File: src/rtl/scg_defs.svh
`ifndef SCG_DEFS_SVH
`define SCG_DEFS_SVH

// Register bus
`define SCG_ADDR_W 12
`define SCG_SLEEP_OFF 12'h114
`define SCG_STATUS_OFF 12'h118
`define SCG_RESP_OKAY 2'h0
`define SCG_RESP_SLVERR 2'h2

// Sleep enable register
`define SCG_SLEEP_RST 32'h0000_0000
`define SCG_RW_MASK 32'h0707_1013
`define SCG_BIT_ASP0 0
`define SCG_BIT_ASP1 1
`define SCG_BIT_SSP0 4
`define SCG_BIT_TWI0 12
`define SCG_BIT_TMR0 16
`define SCG_BIT_TMR1 17
`define SCG_BIT_TMR2 18
`define SCG_BIT_CMP0 24
`define SCG_BIT_CMP1 25
`define SCG_BIT_CMP2 26

// Status register fields
`define SCG_ST_MODE_LSB 16
`define SCG_ST_AUTO 18
`define SCG_ST_FAULT 20
`define SCG_ST_UNIT_LSB 24

// Gated units
`define SCG_NUM_UNITS 10
`define SCG_UNIT_W 4

`endif

File: src/rtl/scg_pkg.sv
`include "scg_defs.svh"

package scg_pkg;

    typedef logic [`SCG_NUM_UNITS-1:0] scg_units_t;
    typedef logic [`SCG_UNIT_W-1:0] scg_unit_t;

    typedef enum logic [1:0] {
        SCG_RUN,
        SCG_SLEEP,
        SCG_DEEP
    } scg_mode_e;

    // One access from the core toward a gated peripheral
    typedef struct packed {
        logic valid;
        logic write;
        scg_unit_t unit;
    } scg_preq_s;

endpackage

File: src/rtl/scg_access_check.sv
`timescale 1ns/1ns

module scg_access_check
    import scg_pkg::*;
#(
    parameter int NUM_UNITS = `SCG_NUM_UNITS
) (
    // Clock and reset
    input wire logic ref_clk,
    input wire logic rst,
    // Access and current gates
    input wire scg_preq_s req,
    input wire logic [NUM_UNITS-1:0] clkEn,
    // Outcome, one cycle after the request
    output logic done,
    output logic fault,
    output scg_unit_t faultUnit
);

    localparam int SPAN = 1 << `SCG_UNIT_W;

    generate
        if (NUM_UNITS < 1 || NUM_UNITS > SPAN) begin : gBad
            $error("scg_access_check: NUM_UNITS out of range");
        end
    endgenerate

    // Units beyond the implemented ones count as unclocked
    wire logic [SPAN-1:0] enWide = {{(SPAN-NUM_UNITS){1'b0}}, clkEn};
    wire logic unitOn = enWide[req.unit];

    always_ff @(posedge ref_clk) begin
        if (rst) begin
            done <= 1'b0;
            fault <= 1'b0;
            faultUnit <= '0;
        end else begin
            done <= req.valid && unitOn;
            fault <= req.valid && !unitOn;
            if (req.valid && !unitOn) begin
                faultUnit <= req.unit;
            end
        end
    end

endmodule

File: src/rtl/scg_gate_bank.sv
`timescale 1ns/1ns

module scg_gate_bank
    import scg_pkg::*;
#(
    parameter int NUM_UNITS = `SCG_NUM_UNITS
) (
    // Clock and reset
    input wire logic ref_clk,
    input wire logic rst,
    // Requested and applied enables
    input wire logic [NUM_UNITS-1:0] want,
    output logic [NUM_UNITS-1:0] clkEn
);

    generate
        if (NUM_UNITS < 1) begin : gBad
            $error("scg_gate_bank: NUM_UNITS must be at least 1");
        end
        // One enable flop per unit keeps the gate cells glitch free
        for (genvar i = 0; i < NUM_UNITS; i++) begin : gUnit
            always_ff @(posedge ref_clk) begin
                if (rst) begin
                    clkEn[i] <= 1'b0;
                end else begin
                    clkEn[i] <= want[i];
                end
            end
        end
    endgenerate

endmodule

File: src/rtl/scg_sleep_gate.sv
// Added by the designer: the AXI4-Lite interface to the registers.
`timescale 1ns/1ns

module scg_sleep_gate
    import scg_pkg::*;
#(
    parameter int NUM_UNITS = `SCG_NUM_UNITS
) (
    // Clock and reset
    input wire logic ref_clk,
    input wire logic rst,
    // AXI4-Lite write address and data
    input wire logic [`SCG_ADDR_W-1:0] s_axil_awaddr,
    input wire logic s_axil_awvalid,
    output logic s_axil_awready,
    input wire logic [31:0] s_axil_wdata,
    input wire logic [3:0] s_axil_wstrb,
    input wire logic s_axil_wvalid,
    output logic s_axil_wready,
    // AXI4-Lite write response
    output logic [1:0] s_axil_bresp,
    output logic s_axil_bvalid,
    input wire logic s_axil_bready,
    // AXI4-Lite read
    input wire logic [`SCG_ADDR_W-1:0] s_axil_araddr,
    input wire logic s_axil_arvalid,
    output logic s_axil_arready,
    output logic [31:0] s_axil_rdata,
    output logic [1:0] s_axil_rresp,
    output logic s_axil_rvalid,
    input wire logic s_axil_rready,
    // Power mode and companion enables
    input wire logic sleepActive,
    input wire logic deepSleepActive,
    input wire logic autoGatingSelect,
    input wire logic [31:0] runEnables,
    input wire logic [31:0] deepSleepEnables,
    // Core accesses toward gated units
    input wire scg_preq_s periphReq,
    output logic periphDone,
    output logic periphFault,
    // Unit clock enables
    output scg_units_t unitClkEn
);

    generate
        if (NUM_UNITS != `SCG_NUM_UNITS) begin : gBad
            $error("scg_sleep_gate: unit map is fixed at ten units");
        end
    endgenerate

    function automatic logic hit(
        input logic [`SCG_ADDR_W-1:0] a,
        input logic [`SCG_ADDR_W-1:0] off
    );
        hit = a[`SCG_ADDR_W-1:2] == off[`SCG_ADDR_W-1:2];
    endfunction

    // Unit order: asp0, asp1, ssp0, twi0, tmr0..2, cmp0..2
    function automatic scg_units_t toUnits(input logic [31:0] r);
        toUnits = {r[`SCG_BIT_CMP2], r[`SCG_BIT_CMP1], r[`SCG_BIT_CMP0],
                   r[`SCG_BIT_TMR2], r[`SCG_BIT_TMR1], r[`SCG_BIT_TMR0],
                   r[`SCG_BIT_TWI0], r[`SCG_BIT_SSP0],
                   r[`SCG_BIT_ASP1], r[`SCG_BIT_ASP0]};
    endfunction

    function automatic logic [31:0] merge(
        input logic [31:0] old,
        input logic [31:0] data,
        input logic [3:0] strb
    );
        merge = old;
        for (int b = 0; b < 4; b++) begin
            if (strb[b]) begin
                merge[8*b +: 8] = data[8*b +: 8];
            end
        end
    endfunction

    // Write channel state
    logic awHeld_r;
    logic wHeld_r;
    logic [`SCG_ADDR_W-1:0] awAddr_r;
    logic [31:0] wData_r;
    logic [3:0] wStrb_r;
    logic bvalid_r;
    logic [1:0] bresp_r;
    // Read channel state
    logic rvalid_r;
    logic [1:0] rresp_r;
    logic [31:0] rdata_r;
    // Block state
    logic [31:0] sleepReg_r;
    logic [31:0] sleepReg_nxt;
    logic faultSeen_r;
    scg_unit_t lastFault_r;
    scg_unit_t faultUnit;

    // Write path: both halves are held, then committed together
    wire logic awTake = s_axil_awvalid && s_axil_awready;
    wire logic wTake = s_axil_wvalid && s_axil_wready;
    wire logic wrGo = awHeld_r && wHeld_r && !bvalid_r;
    wire logic wrSleep = wrGo && hit(awAddr_r, `SCG_SLEEP_OFF);
    wire logic wrStatus = wrGo && hit(awAddr_r, `SCG_STATUS_OFF);
    wire logic wrMapped = wrSleep || wrStatus;

    assign s_axil_awready = !awHeld_r && !bvalid_r;
    assign s_axil_wready = !wHeld_r && !bvalid_r;
    assign s_axil_bvalid = bvalid_r;
    assign s_axil_bresp = bresp_r;

    // Only documented enable bits take a write
    assign sleepReg_nxt = wrSleep ?
        (merge(sleepReg_r, wData_r, wStrb_r) & `SCG_RW_MASK) :
        sleepReg_r;

    wire logic faultClr = wrStatus && wStrb_r[`SCG_ST_FAULT/8] &&
                          wData_r[`SCG_ST_FAULT];

    always_ff @(posedge ref_clk) begin
        if (rst) begin
            awHeld_r <= 1'b0;
            wHeld_r <= 1'b0;
            awAddr_r <= '0;
            wData_r <= '0;
            wStrb_r <= '0;
        end else begin
            if (awTake) begin
                awHeld_r <= 1'b1;
                awAddr_r <= s_axil_awaddr;
            end else if (wrGo) begin
                awHeld_r <= 1'b0;
            end
            if (wTake) begin
                wHeld_r <= 1'b1;
                wData_r <= s_axil_wdata;
                wStrb_r <= s_axil_wstrb;
            end else if (wrGo) begin
                wHeld_r <= 1'b0;
            end
        end
    end

    always_ff @(posedge ref_clk) begin
        if (rst) begin
            bvalid_r <= 1'b0;
            bresp_r <= `SCG_RESP_OKAY;
        end else if (wrGo) begin
            bvalid_r <= 1'b1;
            bresp_r <= wrMapped ? `SCG_RESP_OKAY : `SCG_RESP_SLVERR;
        end else if (s_axil_bready) begin
            bvalid_r <= 1'b0;
        end
    end

    always_ff @(posedge ref_clk) begin
        if (rst) begin
            sleepReg_r <= `SCG_SLEEP_RST;
        end else begin
            sleepReg_r <= sleepReg_nxt;
        end
    end

    // Mode: run enables rule unless auto gating is chosen and a sleep is active
    wire scg_mode_e modeSel = !autoGatingSelect ? SCG_RUN :
                              deepSleepActive ? SCG_DEEP :
                              sleepActive ? SCG_SLEEP : SCG_RUN;

    wire scg_units_t wantUnits =
        (modeSel == SCG_SLEEP) ? toUnits(sleepReg_r) :
        (modeSel == SCG_DEEP) ? toUnits(deepSleepEnables) :
        toUnits(runEnables);

    scg_gate_bank #(
        .NUM_UNITS(NUM_UNITS)
    ) uGates (
        .ref_clk(ref_clk),
        .rst(rst),
        .want(wantUnits),
        .clkEn(unitClkEn)
    );

    scg_access_check #(
        .NUM_UNITS(NUM_UNITS)
    ) uCheck (
        .ref_clk(ref_clk),
        .rst(rst),
        .req(periphReq),
        .clkEn(unitClkEn),
        .done(periphDone),
        .fault(periphFault),
        .faultUnit(faultUnit)
    );

    // Sticky fault record; a new fault beats a clear in the same cycle
    always_ff @(posedge ref_clk) begin
        if (rst) begin
            faultSeen_r <= 1'b0;
            lastFault_r <= '0;
        end else if (periphFault) begin
            faultSeen_r <= 1'b1;
            lastFault_r <= faultUnit;
        end else if (faultClr) begin
            faultSeen_r <= 1'b0;
        end
    end

    wire logic [31:0] statusWord = {4'h0, lastFault_r, 3'h0, faultSeen_r,
                                    1'b0, autoGatingSelect, modeSel,
                                    6'h00, unitClkEn};

    // Read path: one word per request, data from a flop
    wire logic arTake = s_axil_arvalid && s_axil_arready;
    wire logic rdSleep = hit(s_axil_araddr, `SCG_SLEEP_OFF);
    wire logic rdStatus = hit(s_axil_araddr, `SCG_STATUS_OFF);
    wire logic [31:0] rdWord = rdSleep ? sleepReg_r :
                               rdStatus ? statusWord : 32'h0000_0000;

    assign s_axil_arready = !rvalid_r;
    assign s_axil_rvalid = rvalid_r;
    assign s_axil_rdata = rdata_r;
    assign s_axil_rresp = rresp_r;

    always_ff @(posedge ref_clk) begin
        if (rst) begin
            rvalid_r <= 1'b0;
            rdata_r <= '0;
            rresp_r <= `SCG_RESP_OKAY;
        end else if (arTake) begin
            rvalid_r <= 1'b1;
            rdata_r <= rdWord;
            rresp_r <= (rdSleep || rdStatus) ? `SCG_RESP_OKAY :
                                                `SCG_RESP_SLVERR;
        end else if (s_axil_rready) begin
            rvalid_r <= 1'b0;
        end
    end

endmodule

File: config.mk
export PLATFORM = sky130hd
export DESIGN_NAME = scg_sleep_gate
export DESIGN_NICKNAME = d
export VERILOG_FILES = /design/src/rtl/scg_pkg.sv /design/src/rtl/scg_access_check.sv /design/src/rtl/scg_gate_bank.sv /design/src/rtl/scg_sleep_gate.sv
export VERILOG_INCLUDE_DIRS = /design/src /design/src/rtl
export SDC_FILE = /design/constraint.sdc
export NUM_CORES = 1
export LEC_CHECK = 0
export BUFFER_PORTS_ARGS = -buffer_cell sky130_fd_sc_hd__buf_4
export CAP_MARGIN = 20
export CORE_MARGIN = 2
export CORE_UTILIZATION = 44
export CTS_CLUSTER_DIAMETER = 120
export DETAILED_ROUTE_END_ITERATION = 10
export PLACE_DENSITY = 0.77
export SYNTH_ARGS = -nofsm -noshare
export SYNTH_HDL_FRONTEND = slang
export SYNTH_SLANG_ARGS = --single-unit
File: constraint.sdc
create_clock -name ref_clk -period 1.7 [get_ports ref_clk]
set_input_delay 0.255 -clock ref_clk [delete_from_list [all_inputs] [get_ports ref_clk]]
set_output_delay 0.255 -clock ref_clk [all_outputs]
set_load 0.02 [all_outputs]
==> flow_summary.toml <==
[route]
drc = 0
ant_nets = 0
vias_per_cell = 5.14
drt_iter0_drc = 109
via_count = 3176
first_pass_iters = 4
wl_per_cell_um = 13.7
finalWirelength_mm = 8.49

[place]
post_dp_cell_area_um2 = 4280
globalplace.congestion = 0.791
placement.io_buffers = 107
dp_cells = 603
dpl_worst_slack_ns = 0.141
post-dp-hpwl_mm = 6.34

[setup_path]
end_kind = "flop"
arrival_ns = 1.75
crit_fanout = 10
crit_type = "reg -> reg"
cp-start-kind = "flop"
worst_ep_required_time_ns = 1.97

[layout]
design_area_um2 = 4480
fin_cells = 618
n_antenna_cell = 0
n_fill_cell = 683
layout_commonest_cell = "buf_4"
final_cell_mix = "buf_4, dfxtp_1, nand2_1"
nets = 652
drive_gt1_share_pct = 26.7
synthToLayoutAreaGrowth_pct = 29.8

[job]
cap_violations = 0

[pwr]
leakage_nw = 1.86
sw_frac_of_total_pct = 25.3
switching_power_mw = 1.01
clkPwrFrac_pct = 34.6
ir_worst_vdd_mv = 0.410
powerDensity_nw_per_um2 = 893
comb_power_share_pct = 14.4
seq_power_share_pct = 51.0
intPower_mw = 2.99

[synth]
synth-edff-count = 0
yosysSeqAreaShare_pct = 47.0
synth-main-ff-cell = "dfxtp_1"
syn_area_per_cell_um2 = 8.34
synth-warning-count = 0
synthesis.instances = 414
synth-seq-cells = 81
ys_types = 40
synth_area_um2 = 3450
synthArstFlopShare_pct = 0

[global_route]
grt_overflow = 0
antenna_found_initial = 0
grt.total_usage_pct = 19.9
grt_pass1_wl_mm = 13.5
grt_max_degree = 42
grt_pass1_vias = 2833

[die]
start_util_pct = 45.1
dieArea_um2 = 8570
fp.dieH_um = 92.6
chipWidth_um = 92.6
core_area_um2 = 7650
pin_count = 193
fp-row-count = 32

[timing]
final-hold-violation-count = 0
period_share_pct = 87.4
worst_slack_ns = 0.214
grt_setup_unrepaired = "no"
setup-tns-final_ns = 0
slew_violations = 0
min_period_ns = 1.49
hold_slack_ns = 0.152
skew_ns = 0.00783
clock.fmax_ghz = 0.673
final-setup-viol-count = 0

[hold_path]
hold_class = "in -> reg"

[cts]
clockBufferDepth = 2
post-cts-setup-buffers = 0
cts_buffers = 9
cts_tree = "built"
cts_sinks = 81
cts_max_level = 3
clk_latency_ns = 0.34
clkTransAtPathRegs_ns = 0.08
cts-root-buf = "clkbuf_8"
ctsHoldBuffers = 0

[run_status]
status = "finished, final reports clean"
-- registers in the layout, summed over array words and instances, names as in the netlist, 4 cells and up --
signal            flops
uGates.clkEn         10
wData_r              11
lastFault_r           4
awAddr_r             10
s_axil_rdata         19
sleepReg_r           10
wStrb_r               4
uCheck.faultUnit      4
-- area by class of cell --
type / instances / area (um2) / share of cell area, %
flip-flops and latches: 81 / 1620 / 36.2
clock buffers: 12 / 155 / 3.46
well taps: 102 / 128 / 2.85
inverters: 9 / 33.8 / 0.754
repair buffers: 116 / 883 / 19.7
multi-input cells: 295 / 1620 / 36.1
clock inverters: 3 / 40.0 / 0.894
-- path summary, 6_finish.rpt --
kind         slack [ns]                     startpoint                             to  cells past startpoint
min reg2reg        0.45  s_axil_rdata[12]$_SDFFE_PP0P_  s_axil_rdata[12]$_SDFFE_PP0P_                      2
min                0.15               s_axil_awaddr[9]       awAddr_r[9]$_SDFFE_PP0P_                      3
max reg2reg        0.21      awAddr_r[11]$_SDFFE_PP0P_     sleepReg_r[4]$_SDFFE_PP0P_                      5
max                0.21      awAddr_r[11]$_SDFFE_PP0P_     sleepReg_r[4]$_SDFFE_PP0P_                      5
-- cells by family after synthesis --
logic type      after synthesis  synth area share (%)
simple gates                172                  24.0
compound gates               97                  17.5
flops                        81                  47.0
buf+inv                      52                  7.87
mux                          11                  3.55
other cells                   1                 0.109
-- per-stage QoR --
stage	util [%]	power [mW]
after detailed placement	55.9	2.66
after CTS	58.5	4.03
after floorplan	-	2.42
after global routing	58.6	4.19
final	58.6	4.00
after global placement	55.9	2.65
-- synth_stat cells, types with 10 or more instances --
cell / count / share of area, %
a21oi_1: 51 / 7.4
a22oi_1: 16 / 3.5
a311oi_1: 10 / 2.5
buf_4: 15 / 3.3
clkbuf_1: 19 / 2.1
dfxtp_1: 81 / 47
mux2i_1: 10 / 2.9
nand2_1: 79 / 8.6
nand3_1: 20 / 2.9
nor2_1: 29 / 3.2
o21ai_0: 12 / 1.7
or3_1: 10 / 1.8
-- layer usage --
layer,vias to the layer above,routed length (um),global-route usage (%)
met2,133,3800,31.2
met4,0,149,6.72
met1,1435,3750,26.9
li1,1597,-,-
met3,11,791,4.96
met5,-,0,0
-- worst max-delay path, cell delays in order (launching register included) --
cell and delay [ns]:
dfxtp_1 0.31, nor4_1 0.31, buf_4 0.18, and4_2 0.33, nand3_1 0.11, a21oi_1 0.17
-- repair_timing --
| item | CTS | global route |
|---|---|---|
| endpoints found under the setup margin | 0 | 10 |
| endpoints found under the hold margin | 0 | 0 |
| resized for setup | 0 | 2 |
-- power groups by stage --
stage               clock network [mW]  logic, mW  registers, mW
global placement                     0      0.566           2.08
detailed placement                   0      0.575           2.08
CTS                               1.42      0.578           2.04
finish                            1.38      0.577           2.04
global route                      1.51      0.633           2.05
floorplan                            0      0.325           2.10
Power figures use the tool's default switching activity.
